**config.mk**
```make
export PLATFORM = sky130hd
export DESIGN_NAME = sbm_master_rx
export DESIGN_NICKNAME = d
export VERILOG_FILES = /design/src/hw/sbm_sync.v /design/src/hw/sbm_master_rx.v
export VERILOG_INCLUDE_DIRS = /design/src /design/src/hw
export SDC_FILE = /design/constraint.sdc
export NUM_CORES = 1
export LEC_CHECK = 0
export BUFFER_PORTS_ARGS = -buffer_cell sky130_fd_sc_hd__buf_2
export CAP_MARGIN = 30
export CORE_MARGIN = 1
export CORE_UTILIZATION = 29
export DETAILED_ROUTE_END_ITERATION = 10
export PLACE_DENSITY = 0.56
export SLEW_MARGIN = 20
export SYNTH_ARGS = -nofsm -noshare
export SYNTH_HDL_FRONTEND = slang
export SYNTH_HIERARCHICAL = 1
export SYNTH_SLANG_ARGS = --single-unit
export TNS_END_PERCENT = 100
```
**constraint.sdc**
```tcl
create_clock -name i_ref_clk -period 2.93 [get_ports i_ref_clk]
set_input_delay 0.1465 -clock i_ref_clk [delete_from_list [all_inputs] [get_ports i_ref_clk]]
set_output_delay 0.1465 -clock i_ref_clk [all_outputs]
set_load 0.05 [all_outputs]
```
**src/hw/sbm_regs.vh**
```
/*
 * Register map, field positions, status codes and timing of the
 * two-wire master receiver.
 * Assumes a 32-bit AHB-Lite bus with one register per aligned word.
 */
`ifndef SBM_REGS_VH
`define SBM_REGS_VH

// ----------------------------------------------------------------
// Register offsets (byte addresses, low address byte)
// ----------------------------------------------------------------
`define SBM_OFS_CTRL   8'h00
`define SBM_OFS_STAT   8'h04
`define SBM_OFS_DATA   8'h08

// ----------------------------------------------------------------
// serial_bus_control fields
// ----------------------------------------------------------------
`define SBM_C_FLAG     7
`define SBM_C_ACK      6
`define SBM_C_STA      5
`define SBM_C_STO      4
`define SBM_C_WCOL     3
`define SBM_C_EN       2
`define SBM_C_IE       0

// ----------------------------------------------------------------
// serial_bus_status fields and codes
// ----------------------------------------------------------------
`define SBM_S_PRE_MSB  1
`define SBM_ST_START   8'h08
`define SBM_ST_RSTART  8'h10
`define SBM_ST_WA_ACK  8'h18
`define SBM_ST_WA_NACK 8'h20
`define SBM_ST_LOST    8'h38
`define SBM_ST_RA_ACK  8'h40
`define SBM_ST_RA_NACK 8'h48
`define SBM_ST_RX_ACK  8'h50
`define SBM_ST_RX_NACK 8'h58
`define SBM_ST_NONE    8'hF8

// ----------------------------------------------------------------
// Reset values
// ----------------------------------------------------------------
`define SBM_DATA_RST   8'hFF
`define SBM_PRE_RST    2'h0

// ----------------------------------------------------------------
// Bit framing and timing
// ----------------------------------------------------------------
`define SBM_ACK_BIT    4'h8
`define SBM_CLK_NS     25
`define SBM_QTR_NS     50
`define SBM_QTR_CYC    ((`SBM_QTR_NS + `SBM_CLK_NS - 1) / `SBM_CLK_NS)

`endif

```
**src/hw/sbm_sync.v**
```verilog
/*
 * Three-stage input synchroniser with agreement filter.
 * Assumes an asynchronous level input; idle level is high.
 */
`timescale 1ns/10ps
module sbm_sync (
   // Clock and control
   input  wire i_ref_clk,
   input  wire i_rst_n,
   input  wire i_clk_en,
   // Level in and out
   input  wire i_async,
   output reg  o_level
);

   reg s1_reg;
   reg s2_reg;
   reg s3_reg;

   // ----------------------------------------------------------------
   // Stages; first one feeds only the second
   // ----------------------------------------------------------------
   always @(posedge i_ref_clk) begin
      if (!i_rst_n) begin
         s1_reg  <= 1'b1;
         s2_reg  <= 1'b1;
         s3_reg  <= 1'b1;
         o_level <= 1'b1;
      end else if (i_clk_en) begin
         s1_reg <= i_async;
         s2_reg <= s1_reg;
         s3_reg <= s2_reg;
         if (s2_reg == s3_reg) begin
            o_level <= s3_reg;
         end
      end
   end

endmodule

```
**src/hw/sbm_master_rx.v**
```verilog
/*
 * Two-wire bus master receiver with AHB-Lite register slave.
 * Assumes open-drain SCL/SDA with external pull-ups and a
 * single AHB-Lite master doing whole-word single transfers.
 */
`include "sbm_regs.vh"
`timescale 1ns/10ps
module sbm_master_rx (
   // Clock, enable, reset
   input  wire        i_ref_clk,
   input  wire        i_clk_en,
   input  wire        i_rst_n,
   // AHB-Lite slave
   input  wire        i_hsel,
   input  wire [31:0] i_haddr,
   input  wire [1:0]  i_htrans,
   input  wire        i_hwrite,
   input  wire [2:0]  i_hsize,
   input  wire [31:0] i_hwdata,
   input  wire        i_hready,
   output reg         o_hreadyout,
   output reg  [31:0] o_hrdata,
   output reg         o_hresp,
   // Two-wire bus pins
   input  wire        i_scl,
   output reg         o_scl_out,
   output reg         o_scl_oe_n,
   input  wire        i_sda,
   output reg         o_sda_out,
   output reg         o_sda_oe_n
);

   localparam [2:0] ST_IDLE  = 3'h0;
   localparam [2:0] ST_START = 3'h1;
   localparam [2:0] ST_BIT   = 3'h2;
   localparam [2:0] ST_HOLD  = 3'h3;
   localparam [2:0] ST_STOP  = 3'h4;
   localparam integer QTR_LAST = `SBM_QTR_CYC - 1;
   localparam [7:0] QTR_LOAD = QTR_LAST[7:0];

   // Bus slave state
   reg         wr_pend_reg;
   reg  [7:0]  wr_addr_reg;
   reg         rd_pend_reg;
   reg  [7:0]  rd_addr_reg;
   // Software-visible state
   reg         flag_reg;
   reg         ack_en_reg;
   reg         sta_reg;
   reg         sto_reg;
   reg         wcol_reg;
   reg         en_reg;
   reg         ie_reg;
   reg  [7:0]  data_reg;
   reg  [7:0]  status_reg;
   reg  [1:0]  pre_reg;
   // Bus engine
   reg  [2:0]  st_reg;
   reg  [1:0]  q_reg;
   reg  [7:0]  tmr_reg;
   reg  [3:0]  bit_reg;
   reg  [7:0]  shift_reg;
   reg         tx_reg;
   reg         dir_rd_reg;
   reg         ackout_reg;
   reg         acked_reg;
   reg         rs_reg;
   reg         busy_reg;
   reg         sda_d_reg;

   wire        scl_lvl;
   wire        sda_lvl;
   wire        addr_ph;
   wire        wr_ctl;
   wire        wr_dat;
   wire        wr_sts;
   wire        tick;

   // ----------------------------------------------------------------
   // Pin synchronisers
   // ----------------------------------------------------------------
   sbm_sync u_sync_scl (
      .i_ref_clk (i_ref_clk),
      .i_rst_n   (i_rst_n),
      .i_clk_en  (i_clk_en),
      .i_async   (i_scl),
      .o_level   (scl_lvl)
   );

   sbm_sync u_sync_sda (
      .i_ref_clk (i_ref_clk),
      .i_rst_n   (i_rst_n),
      .i_clk_en  (i_clk_en),
      .i_async   (i_sda),
      .o_level   (sda_lvl)
   );

   // ----------------------------------------------------------------
   // Decode and helpers
   // ----------------------------------------------------------------
   assign addr_ph = i_hsel & i_htrans[1] & i_hready;
   assign wr_ctl  = wr_pend_reg & (wr_addr_reg == `SBM_OFS_CTRL);
   assign wr_dat  = wr_pend_reg & (wr_addr_reg == `SBM_OFS_DATA);
   assign wr_sts  = wr_pend_reg & (wr_addr_reg == `SBM_OFS_STAT);
   // Stretch: the quarter ending in SCL high waits for the wire
   assign tick    = (tmr_reg == 8'h00) & ~((q_reg == 2'h1) & ~scl_lvl);

   function [31:0] rd_val;
      input [7:0] a;
      begin
         case (a)
            `SBM_OFS_CTRL: rd_val = {24'h000000, flag_reg, ack_en_reg, sta_reg, sto_reg,
                                     wcol_reg, en_reg, 1'b0, ie_reg};
            `SBM_OFS_STAT: rd_val = {24'h000000, status_reg[7:3], 1'b0, pre_reg};
            `SBM_OFS_DATA: rd_val = {24'h000000, data_reg};
            default:       rd_val = 32'h00000000;
         endcase
      end
   endfunction

   // Release level (oe_n) of SDA for a given bit slot
   function sda_rel;
      input       t;
      input [3:0] b;
      input [7:0] s;
      input       a;
      begin
         if (b == `SBM_ACK_BIT) begin
            sda_rel = t | ~a;
         end else begin
            sda_rel = ~t | s[7];
         end
      end
   endfunction

   // ----------------------------------------------------------------
   // AHB-Lite slave, zero wait except read right after a write
   // ----------------------------------------------------------------
   always @(posedge i_ref_clk) begin
      if (!i_rst_n) begin
         wr_pend_reg <= 1'b0;
         wr_addr_reg <= 8'h00;
         rd_pend_reg <= 1'b0;
         rd_addr_reg <= 8'h00;
         o_hreadyout <= 1'b1;
         o_hrdata    <= 32'h00000000;
         o_hresp     <= 1'b0;
      end else if (i_clk_en) begin
         wr_pend_reg <= addr_ph & i_hwrite;
         if (addr_ph) begin
            wr_addr_reg <= i_haddr[7:0];
         end
         if (rd_pend_reg) begin
            o_hrdata    <= rd_val(rd_addr_reg);
            o_hreadyout <= 1'b1;
            rd_pend_reg <= 1'b0;
         end else if (addr_ph & ~i_hwrite) begin
            // Write lands this edge; read it one cycle later
            if (wr_pend_reg) begin
               rd_pend_reg <= 1'b1;
               rd_addr_reg <= i_haddr[7:0];
               o_hreadyout <= 1'b0;
            end else begin
               o_hrdata <= rd_val(i_haddr[7:0]);
            end
         end
      end
   end

   // ----------------------------------------------------------------
   // Registers and bus engine
   // ----------------------------------------------------------------
   always @(posedge i_ref_clk) begin
      if (!i_rst_n) begin
         flag_reg   <= 1'b0;
         ack_en_reg <= 1'b0;
         sta_reg    <= 1'b0;
         sto_reg    <= 1'b0;
         wcol_reg   <= 1'b0;
         en_reg     <= 1'b0;
         ie_reg     <= 1'b0;
         data_reg   <= `SBM_DATA_RST;
         status_reg <= `SBM_ST_NONE;
         pre_reg    <= `SBM_PRE_RST;
         st_reg     <= ST_IDLE;
         q_reg      <= 2'h0;
         tmr_reg    <= 8'h00;
         bit_reg    <= 4'h0;
         shift_reg  <= 8'h00;
         tx_reg     <= 1'b0;
         dir_rd_reg <= 1'b0;
         ackout_reg <= 1'b0;
         acked_reg  <= 1'b0;
         rs_reg     <= 1'b0;
         busy_reg   <= 1'b0;
         sda_d_reg  <= 1'b1;
         o_scl_out  <= 1'b0;
         o_sda_out  <= 1'b0;
         o_scl_oe_n <= 1'b1;
         o_sda_oe_n <= 1'b1;
      end else if (i_clk_en) begin
         // Bus free tracking from START/STOP seen on the wires
         sda_d_reg <= sda_lvl;
         if (scl_lvl & sda_d_reg & ~sda_lvl) begin
            busy_reg <= 1'b1;
         end else if (scl_lvl & ~sda_d_reg & sda_lvl) begin
            busy_reg <= 1'b0;
         end

         if (st_reg != ST_IDLE && st_reg != ST_HOLD) begin
            if (tick) begin
               tmr_reg <= QTR_LOAD;
               q_reg   <= q_reg + 2'h1;
            end else if (tmr_reg != 8'h00) begin
               tmr_reg <= tmr_reg - 8'h01;
            end
         end

         // Software write effects; hardware sets below take priority
         if (wr_ctl) begin
            if (i_hwdata[`SBM_C_FLAG]) begin
               flag_reg <= 1'b0;
            end
            ack_en_reg <= i_hwdata[`SBM_C_ACK];
            sta_reg    <= i_hwdata[`SBM_C_STA];
            sto_reg    <= i_hwdata[`SBM_C_STO];
            en_reg     <= i_hwdata[`SBM_C_EN];
            ie_reg     <= i_hwdata[`SBM_C_IE];
         end
         if (wr_sts) begin
            pre_reg <= i_hwdata[`SBM_S_PRE_MSB:0];
         end
         // Data writes only count while the flag is up
         if (wr_dat) begin
            if (flag_reg) begin
               data_reg <= i_hwdata[7:0];
               wcol_reg <= 1'b0;
            end else begin
               wcol_reg <= 1'b1;
            end
         end

         if (!en_reg) begin
            // Disabled interface lets go of the bus
            st_reg     <= ST_IDLE;
            o_scl_oe_n <= 1'b1;
            o_sda_oe_n <= 1'b1;
         end else begin
            case (st_reg)
               ST_IDLE: begin
                  o_scl_oe_n <= 1'b1;
                  o_sda_oe_n <= 1'b1;
                  if (sto_reg & ~flag_reg & ~wr_ctl) begin
                     sto_reg <= 1'b0;
                  end else if (sta_reg & ~flag_reg & ~busy_reg) begin
                     st_reg  <= ST_START;
                     rs_reg  <= 1'b0;
                     q_reg   <= 2'h0;
                     tmr_reg <= QTR_LOAD;
                  end
               end
               ST_START: begin
                  if (tick) begin
                     case (q_reg)
                        2'h0: o_scl_oe_n <= 1'b1;
                        2'h1: o_sda_oe_n <= 1'b0;
                        2'h2: o_scl_oe_n <= 1'b0;
                        default: begin
                           flag_reg   <= 1'b1;
                           status_reg <= rs_reg ? `SBM_ST_RSTART : `SBM_ST_START;
                           st_reg     <= ST_HOLD;
                        end
                     endcase
                  end
               end
               ST_BIT: begin
                  if (tick) begin
                     case (q_reg)
                        2'h0: o_scl_oe_n <= 1'b1;
                        2'h1: begin
                           if (bit_reg == `SBM_ACK_BIT) begin
                              acked_reg <= ~sda_lvl;
                           end else if (!tx_reg) begin
                              shift_reg <= {shift_reg[6:0], sda_lvl};
                           end
                           // Released SDA read low: another master won
                           if (o_sda_oe_n & ~sda_lvl & (tx_reg ^ (bit_reg == `SBM_ACK_BIT))) begin
                              o_scl_oe_n <= 1'b1;
                              o_sda_oe_n <= 1'b1;
                              flag_reg   <= 1'b1;
                              status_reg <= `SBM_ST_LOST;
                              st_reg     <= ST_IDLE;
                           end
                        end
                        2'h2: o_scl_oe_n <= 1'b0;
                        default: begin
                           if (bit_reg == `SBM_ACK_BIT) begin
                              flag_reg <= 1'b1;
                              st_reg   <= ST_HOLD;
                              if (!tx_reg) begin
                                 o_sda_oe_n <= 1'b1;
                                 data_reg   <= shift_reg;
                                 status_reg <= ackout_reg ? `SBM_ST_RX_ACK : `SBM_ST_RX_NACK;
                              end else if (dir_rd_reg) begin
                                 status_reg <= acked_reg ? `SBM_ST_RA_ACK : `SBM_ST_RA_NACK;
                              end else begin
                                 status_reg <= acked_reg ? `SBM_ST_WA_ACK : `SBM_ST_WA_NACK;
                              end
                           end else begin
                              bit_reg <= bit_reg + 4'h1;
                              if (tx_reg) begin
                                 shift_reg  <= {shift_reg[6:0], 1'b0};
                                 o_sda_oe_n <= sda_rel(tx_reg, bit_reg + 4'h1,
                                                       {shift_reg[6:0], 1'b0}, ackout_reg);
                              end else begin
                                 o_sda_oe_n <= sda_rel(tx_reg, bit_reg + 4'h1, shift_reg, ackout_reg);
                              end
                           end
                        end
                     endcase
                  end
               end
               ST_HOLD: begin
                  o_scl_oe_n <= 1'b0;
                  q_reg      <= 2'h0;
                  tmr_reg    <= QTR_LOAD;
                  if (!flag_reg) begin
                     if (sto_reg) begin
                        st_reg     <= ST_STOP;
                        o_sda_oe_n <= 1'b0;
                     end else if (sta_reg) begin
                        st_reg     <= ST_START;
                        rs_reg     <= 1'b1;
                        o_sda_oe_n <= 1'b1;
                     end else begin
                        case (status_reg)
                           `SBM_ST_START, `SBM_ST_RSTART: begin
                              st_reg     <= ST_BIT;
                              tx_reg     <= 1'b1;
                              bit_reg    <= 4'h0;
                              shift_reg  <= data_reg;
                              dir_rd_reg <= data_reg[0];
                              o_sda_oe_n <= data_reg[7];
                           end
                           `SBM_ST_RA_ACK, `SBM_ST_RX_ACK: begin
                              st_reg     <= ST_BIT;
                              tx_reg     <= 1'b0;
                              bit_reg    <= 4'h0;
                              ackout_reg <= ack_en_reg;
                              o_sda_oe_n <= 1'b1;
                           end
                           default: st_reg <= ST_HOLD;
                        endcase
                     end
                  end
               end
               ST_STOP: begin
                  if (tick) begin
                     case (q_reg)
                        2'h0: o_scl_oe_n <= 1'b1;
                        2'h1: o_sda_oe_n <= 1'b1;
                        2'h2: o_scl_oe_n <= 1'b1;
                        default: begin
                           if (!wr_ctl) begin
                              sto_reg <= 1'b0;
                           end
                           status_reg <= `SBM_ST_NONE;
                           st_reg     <= ST_IDLE;
                        end
                     endcase
                  end
               end
               default: st_reg <= ST_IDLE;
            endcase
         end
      end
   end

endmodule

```
==> out/results.ini <==
[global_routing]
grt_max_degree = 31
grt_use_total_pct = 15.8
antenna_found_initial = 0
overflow = 0
grt_pass1_vias = 4551
grt_pass1_wl_mm = 24.3

[timing]
hold_viol_final = 0
tightest_slew_ps = 734
slew_viol_final = 0
fin_tns_setup_ps = 0
grt_setup_unrepaired = false
setup_viol = 0
fmax_ghz = 0.394
finalCriticalPeriod_ps = 2540
max_slew_margin_pct = 50.8
timing.hold.ws_ps = 12.4
skew_ps = 11.2
fin_crit_sh_pct = 86.6

[placement]
place_inst = 903
place_hpwl_mm = 10.8
portBuffers = 35
gp_congestion = 0.852

[setup_path]
path_class = reg2reg
cp_max_fo = 5
worstPathRequired_ps = 3170
r2r.worst_path.cells = 7
max_stage_delay_ps = 520
start_kind = register
cp_cell_sequence = inv_1 > ha_1 > or3b_2 > nor4_2 > o2111ai_1 > o311ai_4 > mux2_4
endpoint_kind = register
critical_path_arrival_ps = 2780
cp_top_family = simple AND/OR/NAND/NOR gates
crit_cells = 7
worst-path-buf-inv = 1
crit_slowest_cell = or3b_2

[synth]
yosys.area_share.adder_pct = 2.28
yosys.area_share.simple_pct = 22.9
yosysTopAreaCell = dfxtp_1
synth_top_cells_by_area = dfxtp_1 (33%), mux2i_1 (10%), nand2_1 (4.7%)
synthXorXnorAreaFrac_pct = 0.958
synth.most_common_cell = dfxtp_1
synth_top_family_by_area = simple AND/OR/NAND/NOR gates
ys_seq_area_share_pct = 33.2
synthTopCellsByCount = dfxtp_1 (91), nand2_1 (69), nor2_1 (68)
synth.area.mux_share_pct = 10.7
netlist_instances = 658
synth-compound-area-share_pct = 21.6
synth_edf_count = 0
async_flop_share_pct = 0
syn_area_um2 = 5490
synth_top_area_share_pct = 33.2
ys_ff_latch = 91
synth_area_per_cell_um2 = 8.34
ys_warn_count = 6
ys_types = 78
synthFlopType = dfxtp_1

[worst_hold_path]
hold_depth = 3
worst_hold_path_type = in2reg

[power]
p_seq_share_pct = 48.5
power.density_nw_per_um2 = 422
p_int_uw = 1910
p_leak_uw = 0.00222
p_clk_share_pct = 43.0
switchingPower_uw = 668
combinationalPowerShare_pct = 8.5
switching_share_pct = 25.9
peakVddDrop_uv = 281

[cells_and_area]
layout-drive-gt1-share_pct = 14.9
fillers = 1931
multiInputGateArea_um2 = 3320
regArea_um2 = 1820
syn2layout_area_growth_pct = 11.6
n_antenna_cell = 0
instances_no_fill = 919
fin_nets = 772

[detailed_routing]
wl_mm = 14.9
wl_per_cell_um = 16.2
viasPerCell = 5.25
route.vias.total = 4822
drc = 0
drtIter0Drc = 311
ant_nets = 0
dr.pass1.iters = 5

[floorplanning]
io_pins = 115
dieWidth_um = 140
num_rows = 49
die-area_um2 = 19500
core-area_um2 = 18300
die_height_um = 140
initial_core_util_pct = 30.0

[clock_network]
clockRootBuffer = clkbuf_16
h-tree-depth = 3
clk_pin_slew_ps = 70
hold_buffers = 0
numCtsBuffers = 9
insertion_delay_ps = 360
cts_resized = 0
cts_tree = done
cts_buffer_depth = 2
post_cts_buffers = 0
cts.sinks = 91

[flow_run]
maxCapViolCount = 0

[status]
outcome = finished, final reports clean

## worst register-to-register path, cell delays in order, from the launching register on
cell	delay [ps]
dfxtp_1	340
inv_1	90
ha_1	170
or3b_2	520
nor4_2	460
o2111ai_1	280
o311ai_4	230
mux2_4	340
## per-layer routing
metal  wire [µm]  track usage [%]  up-vias
met4         115             3.35        0
met2        6720             24.5      111
met3         678             3.96        8
li1            -                -     2407
met1        7380             21.9     2296
met5           0                0        -
## power by group through the flow
stage	logic (µW)	registers (µW)	clock network, µW
floorplan	183	1290	0
global placement	220	1280	0
detailed placement	220	1280	0
CTS	220	1250	1140
global route	236	1250	1190
finish	220	1250	1110
## layout make-up
cell class                      count  share of cell area (%)
Sequential cell                    91                    29.7
Timing Repair Buffer               62                    6.17
Multi-Input combinational cell    509                    54.2
Clock inverter                      2                   0.163
Tap cell                          229                    4.68
Inverter                           12                   0.735
Clock buffer                       14                    4.31
## worst paths after layout
path                                      from           endpoint  slack, ps
worst max-delay path                tmr_reg[0]      status_reg[7]        390
worst min-delay path                     i_scl  u_sync_scl/s1_reg         10
worst max register to register      tmr_reg[0]      status_reg[7]        390
worst min register to register  wr_addr_reg[0]     wr_addr_reg[0]        450
## through the flow
stage	instance area (µm²)	power, µW	worst slack [ps]	util (%)
final	6120	2580	394	33.5
after global routing	6120	2680	318	33.5
after CTS	6120	2610	452	33.5
after floorplan	5580	1470	757	-
after detailed placement	5850	1500	503	32.0
after global placement	5850	1500	469	32.0
## placed cells by master, fill, tap and decap left out, types with 7 or more instances in the layout
master     count
conb_1        27
a22oi_1        9
nor2_1        68
buf_4         27
nor2b_1        7
dfxtp_1       91
nand2b_1       8
inv_1         11
a21oi_1       38
o22ai_1        9
o21ai_0       31
a2bb2oi_1      9
mux2i_1       56
ha_1          10
nand2_1       69
clkbuf_16      9
nand3_1        7
a311oi_1       9
buf_2         35
nor3_1        14
a211oi_1      13
## kinds of logic (layout without fill, tap and decap cells)
kind of cell	after synthesis	count (layout)
buffers and inverters	84	90
adder cells (fa/ha/maj)	10	10
other	1	27
multiplexers	58	58
AND/OR/NAND/NOR	239	239
flip-flops	91	91
XOR/XNOR	6	6
AO/OA/AOI/OAI	169	169
Note: power is estimated with default switching activity, not from simulation.
